<file path="config.mk">
export PLATFORM = sky130hd
export DESIGN_NAME = evts_unit
export DESIGN_NICKNAME = d
export VERILOG_FILES = /design/src/pkg/evts_pkg.sv /design/src/design/evts_queue.sv /design/src/design/evts_unit.sv
export SDC_FILE = /design/constraint.sdc
export NUM_CORES = 1
export LEC_CHECK = 0
export BUFFER_PORTS_ARGS = -buffer_cell sky130_fd_sc_hd__buf_4
export CAP_MARGIN = 0
export CELL_PAD_IN_SITES_DETAIL_PLACEMENT = 1
export CELL_PAD_IN_SITES_GLOBAL_PLACEMENT = 2
export CORE_MARGIN = 2
export CORE_UTILIZATION = 35
export DETAILED_ROUTE_END_ITERATION = 10
export PLACE_DENSITY = 0.62
export SYNTH_ARGS = -nofsm -noshare
export SYNTH_HDL_FRONTEND = slang
export SYNTH_SLANG_ARGS = --single-unit
</file>
<file path="constraint.sdc">
create_clock -name clk -period 9.05 [get_ports clk]
set_input_delay 0 -clock clk [delete_from_list [all_inputs] [get_ports clk]]
set_output_delay 0 -clock clk [all_outputs]
set_load 0.02 [all_outputs]
</file>
<file path="src/pkg/evts_pkg.sv">
// package of constants and types for the event timestamp unit
package evts_pkg;
   // register word offsets on the plain register port (byte addresses)
   localparam logic [7:0] ADDR_CFG = 8'h00;
   localparam logic [7:0] ADDR_PINSEL_LO = 8'h04;
   localparam logic [7:0] ADDR_PTP_STATUS = 8'h08;
   localparam logic [7:0] ADDR_EVENT_STATUS = 8'h0C;
   localparam logic [7:0] ADDR_TS_NS = 8'h10;
   localparam logic [7:0] ADDR_TS_SEC = 8'h14;
   localparam logic [7:0] ADDR_IRQ_STATUS = 8'h18;
   localparam logic [7:0] ADDR_IRQ_MASK = 8'h1C;
   localparam logic [7:0] ADDR_IRQ_ROUTE = 8'h20;
   localparam logic [7:0] ADDR_PINSEL_HI = 8'h24;
   // counts
   localparam int NUM_CHANNELS = 8;
   localparam int NUM_PINS = 12;
   localparam int QUEUE_DEPTH = 8;
   localparam int SEC_W = 32;
   localparam int NS_W = 30;
   localparam int MISS_W = 4;
   // event config register: [7:0] enable, [15:8] rise, [23:16] fall
   localparam int CFG_EN_LSB = 0;
   localparam int CFG_RISE_LSB = 8;
   localparam int CFG_FALL_LSB = 16;
   // event status fields: [2:0] channel, [3] rising, [7:4] missed, [8] valid
   localparam int EST_CH_LSB = 0;
   localparam int EST_RISE_BIT = 3;
   localparam int EST_MISS_LSB = 4;
   localparam int EST_VALID_BIT = 8;
   // irq route: [0] use gpio, [4:1] gpio number
   localparam int ROUTE_GPIO_BIT = 0;
   localparam int ROUTE_PIN_LSB = 1;
   // interrupt status bits
   localparam int IRQ_READY_BIT = 0;
   localparam int IRQ_OVF_BIT = 1;
   // reset values
   localparam logic [31:0] CFG_RESET = 32'h0000_0000;
   localparam logic [31:0] MASK_RESET = 32'h0000_0000;
   // input path delay that software subtracts from each stamp
   localparam int CORR_NS = 35;
   // one precision-clock time value
   typedef struct packed {
      logic [SEC_W-1:0] sec;
      logic [NS_W-1:0] ns;
   } ptp_time_t;
   // one queued event
   typedef struct packed {
      ptp_time_t stamp;
      logic [2:0] channel;
      logic rising;
      logic [MISS_W-1:0] missed;
   } event_entry_t;
   // register port request
   typedef struct packed {
      logic [7:0] addr;
      logic [31:0] wdata;
      logic wr;
      logic rd;
   } reg_req_t;
endpackage : evts_pkg

</file>
<file path="src/design/evts_queue.sv">
// eight-entry first-in first-out queue of captured event stamps
`timescale 1ns/1ps
module evts_queue
   import evts_pkg::*;
#(
   parameter int DEPTH = QUEUE_DEPTH
) (
   // clock and reset
   input wire logic clk,
   input wire logic nrst,
   // fill side
   input wire logic push,
   input event_entry_t push_data,
   // drain side
   input wire logic pop,
   output event_entry_t head,
   output logic not_empty,
   output logic full
);
   localparam int AW = $clog2(DEPTH);
   initial begin
      if (DEPTH < 2 || (1 << AW) != DEPTH) $error("depth must be a power of two");
   end
   event_entry_t mem [DEPTH];
   logic [AW:0] wr_ptr;
   logic [AW:0] rd_ptr;
   wire do_push = push && !full;
   wire do_pop = pop && not_empty;
   // status from pointers
   assign not_empty = wr_ptr != rd_ptr;
   assign full = (wr_ptr[AW] != rd_ptr[AW]) && (wr_ptr[AW-1:0] == rd_ptr[AW-1:0]);
   assign head = mem[rd_ptr[AW-1:0]];
   // storage, no reset needed
   always_ff @(posedge clk) begin
      if (do_push) mem[wr_ptr[AW-1:0]] <= push_data;
   end
   // pointers
   always_ff @(posedge clk or negedge nrst) begin
      if (!nrst) begin
         wr_ptr <= '0;
         rd_ptr <= '0;
      end else begin
         if (do_push) wr_ptr <= wr_ptr + 1'b1;
         if (do_pop) rd_ptr <= rd_ptr + 1'b1;
      end
   end
endmodule : evts_queue

</file>
<file path="src/design/evts_unit.sv">
// event timestamp unit: pin edge capture, stamp queue, interrupt routing
`timescale 1ns/1ps
module evts_unit
   import evts_pkg::*;
#(
   parameter int CHANNELS = NUM_CHANNELS,
   parameter int PINS = NUM_PINS
) (
   // clock and reset
   input wire logic clk,
   input wire logic nrst,
   // precision clock time
   input ptp_time_t ptp_time,
   // register port
   input wire logic [7:0] addr,
   input wire logic [31:0] wdata,
   input wire logic wr,
   input wire logic rd,
   output logic [31:0] rdata,
   // general-purpose pins
   input wire logic [PINS-1:0] gpio_in,
   output logic [PINS-1:0] gpio_out,
   output logic [PINS-1:0] gpio_oe_n,
   // other phy interrupt sources and shared pin
   input wire logic phy_irq,
   output logic powerdown_interrupt_pin_n
);
   initial begin
      if (CHANNELS != NUM_CHANNELS) $error("channel count fixed at eight");
      if (PINS != NUM_PINS || PINS > 16) $error("pin count fixed at twelve");
   end

   // pin number of a channel from the select words
   function automatic logic [3:0] pin_of(input logic [63:0] sel, input int ch);
      pin_of = sel[ch*4 +: 4];
   endfunction : pin_of

   // software-visible registers
   logic [31:0] event_config_register;
   logic [63:0] pin_select;
   logic [1:0] irq_status;
   logic [1:0] irq_mask;
   logic irq_route_gpio;
   logic [3:0] irq_pin;
   logic [MISS_W-1:0] miss_count;

   // pin synchronisers and edge history
   logic [PINS-1:0] sync_a;
   logic [PINS-1:0] sync_b;
   logic [PINS-1:0] pin_prev;

   // two flip-flops before any logic sees a pin
   always_ff @(posedge clk or negedge nrst) begin
      if (!nrst) begin
         sync_a <= '0;
         sync_b <= '0;
         pin_prev <= '0;
      end else begin
         sync_a <= gpio_in;
         sync_b <= sync_a;
         pin_prev <= sync_b;
      end
   end

   // per-channel edge detect on its selected pin
   logic [CHANNELS-1:0] ch_rise;
   logic [CHANNELS-1:0] ch_fall;
   logic [CHANNELS-1:0] ch_hit;
   always_comb begin
      for (int c = 0; c < CHANNELS; c++) begin
         ch_rise[c] = sync_b[pin_of(pin_select, c)] && !pin_prev[pin_of(pin_select, c)];
         ch_fall[c] = !sync_b[pin_of(pin_select, c)] && pin_prev[pin_of(pin_select, c)];
         ch_hit[c] = event_config_register[CFG_EN_LSB + c] &&
            ((ch_rise[c] && event_config_register[CFG_RISE_LSB + c]) ||
             (ch_fall[c] && event_config_register[CFG_FALL_LSB + c]));
      end
   end

   // lowest-numbered channel wins a same-cycle tie
   logic [2:0] win_ch;
   logic any_hit;
   logic [3:0] hit_count;
   always_comb begin
      win_ch = '0;
      any_hit = 1'b0;
      hit_count = '0;
      for (int c = CHANNELS - 1; c >= 0; c--) begin
         if (ch_hit[c]) begin
            win_ch = 3'(c);
            any_hit = 1'b1;
            hit_count = hit_count + 4'h1;
         end
      end
   end

   // queue of stamps
   event_entry_t push_data;
   event_entry_t head;
   logic not_empty;
   logic full;
   wire pop = rd && (addr == ADDR_TS_SEC) && not_empty;
   wire accept = any_hit && !full;
   wire [3:0] extra = hit_count - 4'h1;
   wire [4:0] lost_now = full ? {1'b0, hit_count} : {1'b0, extra};
   wire [4:0] miss_sum = {1'b0, miss_count} + lost_now;
   wire [MISS_W-1:0] miss_sat = miss_sum[4] ? {MISS_W{1'b1}} : miss_sum[MISS_W-1:0];

   // entry carries the time sampled in the capture cycle
   assign push_data.stamp = ptp_time;
   assign push_data.channel = win_ch;
   assign push_data.rising = ch_rise[win_ch];
   assign push_data.missed = miss_sat;

   evts_queue #(
      .DEPTH(QUEUE_DEPTH)
   ) u_queue (
      .clk(clk),
      .nrst(nrst),
      .push(accept),
      .push_data(push_data),
      .pop(pop),
      .head(head),
      .not_empty(not_empty),
      .full(full)
   );

   // missed events since last stored entry
   always_ff @(posedge clk or negedge nrst) begin
      if (!nrst) begin
         miss_count <= '0;
      end else if (accept) begin
         miss_count <= '0;
      end else if (any_hit) begin
         miss_count <= miss_sat;
      end
   end

   // register decode
   wire wr_cfg = wr && addr == ADDR_CFG;
   wire wr_lo = wr && addr == ADDR_PINSEL_LO;
   wire wr_hi = wr && addr == ADDR_PINSEL_HI;
   wire wr_irq_clr = wr && addr == ADDR_IRQ_STATUS;
   wire wr_mask = wr && addr == ADDR_IRQ_MASK;
   wire wr_route = wr && addr == ADDR_IRQ_ROUTE;

   // control registers
   always_ff @(posedge clk or negedge nrst) begin
      if (!nrst) begin
         event_config_register <= CFG_RESET;
         pin_select <= '0;
         irq_mask <= MASK_RESET[1:0];
         irq_route_gpio <= 1'b0;
         irq_pin <= '0;
      end else begin
         if (wr_cfg) event_config_register <= {8'h00, wdata[23:0]};
         if (wr_lo) pin_select[31:0] <= wdata;
         if (wr_hi) pin_select[63:32] <= wdata;
         if (wr_mask) irq_mask <= wdata[1:0];
         if (wr_route) irq_route_gpio <= wdata[ROUTE_GPIO_BIT];
         if (wr_route) irq_pin <= wdata[ROUTE_PIN_LSB +: 4];
      end
   end

   // sticky interrupt causes: set wins over write-one clear
   wire [1:0] irq_set = {any_hit && (full || extra != 4'h0), accept};
   always_ff @(posedge clk or negedge nrst) begin
      if (!nrst) begin
         irq_status <= '0;
      end else begin
         irq_status <= (irq_status & ~(wr_irq_clr ? wdata[1:0] : 2'b00)) | irq_set;
      end
   end

   // read mux
   logic [31:0] next_rdata;
   wire [31:0] est_word = {23'h0, not_empty, head.missed, head.rising, head.channel};
   always_comb begin
      case (addr)
         ADDR_CFG: next_rdata = event_config_register;
         ADDR_PINSEL_LO: next_rdata = pin_select[31:0];
         ADDR_PINSEL_HI: next_rdata = pin_select[63:32];
         ADDR_PTP_STATUS: next_rdata = {31'h0, not_empty};
         ADDR_EVENT_STATUS: next_rdata = not_empty ? est_word : 32'h0000_0000;
         ADDR_TS_NS: next_rdata = {2'b00, head.stamp.ns};
         ADDR_TS_SEC: next_rdata = head.stamp.sec;
         ADDR_IRQ_STATUS: next_rdata = {30'h0, irq_status};
         ADDR_IRQ_MASK: next_rdata = {30'h0, irq_mask};
         ADDR_IRQ_ROUTE: next_rdata = {27'h0, irq_pin, irq_route_gpio};
         default: next_rdata = 32'h0000_0000;
      endcase
   end

   // read data stands the cycle after the strobe only
   always_ff @(posedge clk or negedge nrst) begin
      if (!nrst) begin
         rdata <= '0;
      end else begin
         rdata <= rd ? next_rdata : 32'h0000_0000;
      end
   end

   // interrupt level and routing
   wire irq_level = |(irq_status & irq_mask);
   logic gpio_irq;
   logic shared_irq;
   always_ff @(posedge clk or negedge nrst) begin
      if (!nrst) begin
         gpio_irq <= 1'b0;
         shared_irq <= 1'b0;
      end else begin
         gpio_irq <= irq_route_gpio && irq_level;
         shared_irq <= (!irq_route_gpio && irq_level) || phy_irq;
      end
   end
   assign powerdown_interrupt_pin_n = !shared_irq;

   // gpio driven only as interrupt output when so routed
   always_comb begin
      for (int p = 0; p < PINS; p++) begin
         gpio_out[p] = gpio_irq;
         gpio_oe_n[p] = !(irq_route_gpio && irq_pin == 4'(p));
      end
   end
endmodule : evts_unit

</file>
# Yosys cells after proc, flatten, opt, wreduce, memory -nomap -nowiden
# Memories as Yosys holds them, arrays and structs flattened.
# Cells that the tools add are included.
# totals
reg_bits,179
ramBits,560
input_bits,119
output_inout_bits,57
elab_cells,245
memories,1
# mem_list
name,depth,word_bits,rd,rd_ports_with_merged_regs,wr,line,text
u_queue.mem,8,70,1,0,1,evts_queue.sv:24,event_entry_t mem [DEPTH];
# classes
n_addsub,11
magnitude_cmp,9
n_eq_ne,23
n_mux,68
n_bitwise,4
n_reduce_logical,113
# op_table
operator,n
32-bit one-hot mux with 10 select lines,1
1-bit logical AND,67
1-bit binary-select mux with 4-bit select,16
4-bit two-way mux,11
"4-bit by 5-bit less-than comparator with 1-bit output, second input constant",8
"4-bit by 1-bit adder with 4-bit output, second input constant",9
"8-bit by 5-bit == test with 1-bit output, second input constant",4
32-bit two-way mux,1
1-bit logical NOT,31
1-bit two-way mux,28
3-bit two-way mux,8
"4-bit by 3-bit == test with 1-bit output, second input constant",4
"4-bit == test, second input constant",4
"8-bit by 4-bit == test with 1-bit output, second input constant",2
"8-bit by 6-bit == test with 1-bit output, second input constant",2
1-bit logical OR,10
9-bit two-way mux,1
"4-bit by 2-bit == test with 1-bit output, second input constant",2
"8-bit by 3-bit == test with 1-bit output, second input constant",1
8-bit logical NOT,1
4-bit by 4-bit adder with 5-bit output,1
2-bit AND,2
"4-bit by 1-bit == test with 1-bit output, second input constant",1
4-bit logical NOT,1
other kinds (12),12

# Logic depth before layout (Yosys ltp)
# depth
depth_word,28
depth_mapped,33
ltp_nobuf,32

# By module
# From an unflattened synthesis, not the netlist that was laid out.
# unflattened
cells_unflattened,1644
hier_area_um2,31077.3
# by_module_without_submodules
module,n_inst,cells_per_inst,area_per_inst_um2,seq_area_each_um2
evts_queue,1,869,21564.4,17016.3
evts_unit,1,775,9512.9,4279.1

# Worst setup path before layout
# No wires, ideal clock.
# synth_path
path_kind,register to register
startpoint,register pin_select[0]
endpoint,"memory u_queue.mem[0][0] (netlist name), enable pin"
setup_time_ns,0.584
arrival_ns,7.408
required_ns,8.466
path_slack_ns,1.058
stages_incl_launch_ff,14
n_path_buf,2
synth_period_minus_slack_ns,7.992
cell_sequence,dfrtp_1 > clkbuf_1 > mux4_2 > mux2i_1 > o21ai_0 > nand2b_1 > o22ai_1 > and2_1 > clkbuf_1 > nor2b_1 > nand2_1 > nor2_1 > or3_1 > nor3_1
# synth_between
elab_chain_len,12
word_cells_on_any_way,17
classes_between,7 x mux; 10 x reduce/logical
# synth_lines
item,line,text
from (decl),evts_unit.sv:40,logic [63:0] pin_select;
from (signal assigned),evts_unit.sv:156,if (wr_lo) pin_select[31:0] <= wdata;
1-bit binary-select mux with 4-bit select,"evts_unit.sv:71, evts_unit.sv:72",
1-bit two-way mux (not written as such),"evts_unit.sv:71, evts_unit.sv:72",
"1-bit logical NOT, on equally long branches","evts_unit.sv:71, evts_unit.sv:72",
"1-bit logical AND, on equally long branches","evts_unit.sv:71, evts_unit.sv:72",
"1-bit logical AND, on equally long branches","evts_unit.sv:74, evts_unit.sv:75",
1-bit logical OR *,evts_unit.sv:74,((ch_rise[c] && event_config_register[CFG_RISE_LSB + c]) ||
1-bit logical AND *,evts_unit.sv:73,ch_hit[c] = event_config_register[CFG_EN_LSB + c] &&
1-bit two-way mux *,evts_unit.sv:88,if (ch_hit[c]) begin
1-bit logical AND *,evts_unit.sv:102,wire accept = any_hit && !full;
1-bit logical AND *,evts_queue.sv:27,wire do_push = push && !full;
1-bit two-way mux *,evts_queue.sv:35,if (do_push) mem[wr_ptr[AW-1:0]] <= push_data;
1-bit two-way mux (not written as such) *,evts_queue.sv:35,
to (decl),evts_queue.sv:24,
# Mark *: on every way between the ends. The rest lies on a longest branch, timed or not. The select of a mux whose other input is x is not followed.

# Worst setup path in the final report
# layout_path
startpoint,register pin_select[24]
endpoint,register miss_count[2]
# layout_between
elab_chain_len,26
word_cells_on_any_way,40
classes_between,8 x add/sub; 22 x mux; 10 x reduce/logical
# layout_lines
item,line,text
1-bit binary-select mux with 4-bit select,"evts_unit.sv:71, evts_unit.sv:72",
1-bit two-way mux (not written as such),"evts_unit.sv:71, evts_unit.sv:72",
"1-bit logical NOT, on equally long branches","evts_unit.sv:71, evts_unit.sv:72",
"1-bit logical AND, on equally long branches","evts_unit.sv:71, evts_unit.sv:72",
"1-bit logical AND, on equally long branches","evts_unit.sv:74, evts_unit.sv:75",
1-bit logical OR *,evts_unit.sv:74,
1-bit logical AND *,evts_unit.sv:73,
4-bit two-way mux *,evts_unit.sv:88,
[11 not listed],--,
4-bit two-way mux *,evts_unit.sv:88,
4-bit by 1-bit subtractor with 4-bit output,evts_unit.sv:103,wire [3:0] extra = hit_count - 4'h1;
4-bit two-way mux *,evts_unit.sv:104,"wire [4:0] lost_now = full ? {1'b0, hit_count} : {1'b0, extra};"
4-bit by 4-bit adder with 5-bit output *,evts_unit.sv:105,"wire [4:0] miss_sum = {1'b0, miss_count} + lost_now;"
4-bit two-way mux *,evts_unit.sv:106,wire [MISS_W-1:0] miss_sat = miss_sum[4] ? {MISS_W{1'b1}} : miss_sum[MISS_W-1:0];
net miss_sat[2],evts_unit.sv:106,
4-bit two-way mux *,evts_unit.sv:133,end else if (any_hit) begin
4-bit two-way mux *,evts_unit.sv:131,end else if (accept) begin
to (signal assigned),evts_unit.sv:134,miss_count <= miss_sat;
to (decl),evts_unit.sv:45,logic [MISS_W-1:0] miss_count;
# Mark *: on every way through the listed nets, which the timed path passes. The rest lies on a longest branch. The select of a mux whose other input is x is not followed.
# A chain may end at the register's enable or synchronous reset.

==> results.md <==
* Die footprint at about 90,000 um2
* Floorplan die height at around 300 um
* Placed instance area at between 30,000 and 40,000 um2
* Critical Path End Type: register
* Top-level I/O count at ~180
* Period utilization at 0.881
* Net switching fraction of the power at 0.214
* Synth Area per Inst at 18.6 um2
* Post-Route Setup TNS at 0 ns
* Share of total power in combinational logic at 0.040
* Synthesized-area fraction occupied by ao, oa, aoi and oai cells at 0.0357
* CTS tree: built
* Total wire length after detailed routing at 86.6 mm
* Most frequent cells after synthesis: sky130_fd_sc_hd__edfxtp_1 (560), sky130_fd_sc_hd__mux4_2 (185), sky130_fd_sc_hd__dfrtp_1 (179), sky130_fd_sc_hd__mux2_2 (128), sky130_fd_sc_hd__nand2_1 (77)
* First-pass GRT wire length at ~130 mm
* Combined global-route utilization of all metal layers at 0.194
* WL per Instance at between 20 and 30 um
* Post-synth ARST share at 0.242
* Number of gates resized after cts at 0
* Relative slew slack at 0.210
* Sequential element share of the synthesized area at 0.692
* Fraction of synthesized cell area taken by the top area cell type at 0.547
* Data arrival time of the worst path at about 8.5 ns
* Critical path data required time at 9.57 ns
* Hold crit path type: in2async
* Power Internal at between 0.005 and 0.006 W
* Cell Area, Synth at 30,800 um2
* Skew final at ~0.020 ns
* Power share of the sequential group at 0.500
* Critical path peak fanout at 9
* Initial Util at 0.354
* Cell mode on critical path: sky130_fd_sc_hd__ha_1
* Standby leakage power at 13.1 nW
* # fillers at 8,305
* H-tree lvl count at 3
* Skew-Pair Late Insertion Delay at roughly 0.64 ns
* First-pass iteration count of the detailed router at 6
* First DRT Iteration DRCs at roughly 1.4k
* Maximum number of pins on one net before global-route repair at ~100
* Last weighted congestion value of the routability-driven placer at 0.936
* Number of standard cells after synthesis at 1,658
* Clock tree root buffer cell: sky130_fd_sc_hd__clkbuf_16
* Final std cell area, no fill at between 30,000 and 40,000 um2
* Critical path class: reg2reg
* PwrDens at 201 nW/um2
* Share of synthesized area spent on multiplexers at 0.202
* IO buf count at between 150 and 200
* Post-layout net count at roughly 2.1k
* Simple-gate share of the synthesized area at 0.0347
* Via count normalized by instance count at about 5.3
* Total count of hold-check failures in the final report at 0
* Post-synth top area cell: sky130_fd_sc_hd__edfxtp_1
* Post-layout min period at between 7 and 8 ns
* Overflow left after global routing at 0
* Clock slew at reported path FFs at 0.06 ns
* Residual DRC at 0
* Vias after detailed routing at 16.9k
* Antenna Violating Nets Remaining at 0
* Die span in x at ~300 um
* Final instance count without filler cells at approximately 3.2k
* Cts-stage hold buffer count at around 120
* Max-cap violations at 0
* Number of global-route vias before repair at 18.6k
* Number of enable flip-flop cells after synthesis at 560
* Cell count after placement at slightly below 3k
* Switching component of the power at 0.00160 W
* Total nets after synthesis at around 1.8k
* HPWL reported at the end of detailed placement at 53.5 mm
* Upper clock frequency limit at 125 MHz
* Most used standard cell by instance count after synthesis: sky130_fd_sc_hd__edfxtp_1
* Predominant post-synthesis flop cell: sky130_fd_sc_hd__edfxtp_1
* Top cells by area, synth: sky130_fd_sc_hd__edfxtp_1 (55%), sky130_fd_sc_hd__dfrtp_1 (15%), sky130_fd_sc_hd__mux4_2 (14%), sky130_fd_sc_hd__mux2_2 (4.7%), sky130_fd_sc_hd__mux2i_1 (1.9%)
* Slowest stage cell on the critical path: sky130_fd_sc_hd__dfrtp_1
* Outcome: completed
* Transition time of the tightest slew-check pin at around 1.2 ns
* Largest family of logic cells by synthesized area: multiplexers
* Share of post-route cells with drive strength above 1 at 0.335
* Antenna violations before repair at 10
* Peak supply drop at 0.141 mV
* Hold_ws at between 0.003 and 0.004 ns
* Clock buffers created by TritonCTS at 84
* Warnings from Yosys at 0
* Path depth of the worst reg2reg path at 31
* RSZ-0062 raised after global routing: false
* Final-report setup violation count at 0
* Total of flip-flops plus latches after synthesis at 739
* Deepest clock path buffer count at 3
* Number of distinct library cell variants in the gate-level netlist after synthesis at 74
* Kind of launch point of the worst setup path: register
* Proportion of power drawn by the clock network at 0.459
* Post-synthesis share of cell area spent on xor and xnor gates at 0.0109
* Placeable core region at ~87,000 um2
* # Post-CTS Setup Buffers at 0
* Max-slew violation total from the final report at 0
* Adder and majority cell fraction of the synthesized area at 0.00756
* Sink Count at approximately 740
* Number of placement rows at 108
* Layout Area Growth over Synthesis at 21.5%
* CP max stage delay at slightly above 0.6 ns
-- cells in the final DEF, fill, tap and decap left out, types with 29 or more instances in the layout --
cell                            instances
sky130_fd_sc_hd__clkbuf_16             87
sky130_fd_sc_hd__mux4_2               185
sky130_fd_sc_hd__edfxtp_1             560
sky130_fd_sc_hd__a222oi_1              29
sky130_fd_sc_hd__buf_4                203
sky130_fd_sc_hd__dfrtp_1              176
sky130_fd_sc_hd__dlygate4sd3_1        117
sky130_fd_sc_hd__a21oi_1               30
sky130_fd_sc_hd__o21ai_0               34
sky130_fd_sc_hd__nor2_1                65
sky130_fd_sc_hd__mux2i_1               58
sky130_fd_sc_hd__mux2_2               128
sky130_fd_sc_hd__nand2_1               76
-- power groups by stage --
stage               registers, W  clock network [W]  logic, W
floorplan                0.00378                  0  0.000140
global placement         0.00382                  0  0.000255
detailed placement       0.00382                  0  0.000263
CTS                      0.00375            0.00353  0.000308
global route             0.00376            0.00366  0.000330
finish                   0.00375            0.00345  0.000304
-- per-stage QoR --
stage | utilization | power [W] | worst slack [ns]
floorplan | - | 0.00392 | 1.06
global placement | 0.384 | 0.00407 | 1.38
detailed placement | 0.384 | 0.00408 | 1.13
CTS | 0.430 | 0.00759 | 1.14
global route | 0.430 | 0.00775 | 0.517
finish | 0.430 | 0.00750 | 1.07
-- path summary, 6_finish.rpt --
path | start | to | slack [ns]
hold / removal | nrst | sync_a[9] | 0.003
min in group clk | gpio_in[8] | sync_a[8] | 0.04
setup reg to reg | pin_select[24] | miss_count[2] | 1.07
setup / recovery | pin_select[24] | miss_count[2] | 1.07
max in group asynchronous | nrst | pin_select[31] | 7.76
hold reg to reg | sync_a[5] | sync_b[5] | 0.36
-- sequential cells by signal, summed over array words and instances (netlist names), 12 cells and up --
name and flops:
event_config_register 24, pin_prev 12, pin_select 64, rdata 32, sync_a 12, sync_b 12, u_queue.mem 560
-- cells by family (layout without fill, tap and decap cells) --
family | count (synthesis) | after routing
flops | 739 | 739
mux | 372 | 372
simple gates | 229 | 229
compound gates | 152 | 152
buf+inv | 118 | 496
xor+xnor | 30 | 30
fa+ha+maj | 18 | 18
other cells | 0 | 1
-- critical path: cells and delay by family, from the launching register on --
kind	cells	cell delay, ns
flip-flops	1	0.61
buffers and inverters	1	0.09
adder cells (fa/ha/maj)	8	2.50
multiplexers	3	1.18
AND/OR/NAND/NOR	10	1.56
AO/OA/AOI/OAI	9	1.92
-- final cells by class --
class / count / area (um2) / area share
flip-flops and latches: 739 / 21300 / 0.570
repair buffers: 322 / 2730 / 0.0730
well taps: 1155 / 1450 / 0.0387
inverters: 17 / 65.1 / 0.00174
clock inverters: 41 / 404 / 0.0108
diodes: 1 / 2.50 / 0.0000669
multi-input cells: 801 / 9010 / 0.241
clock buffers: 116 / 2430 / 0.0649
-- per-layer routing --
layer  GRT usage  share of wire  wire length [um]
met1       0.269           0.44             38500
met2       0.321           0.49             42400
met3      0.0320          0.047              4060
met4      0.0461          0.019              1640
met5           0        0.00049                42
No activity file was read; power rests on OpenSTA's default activity.
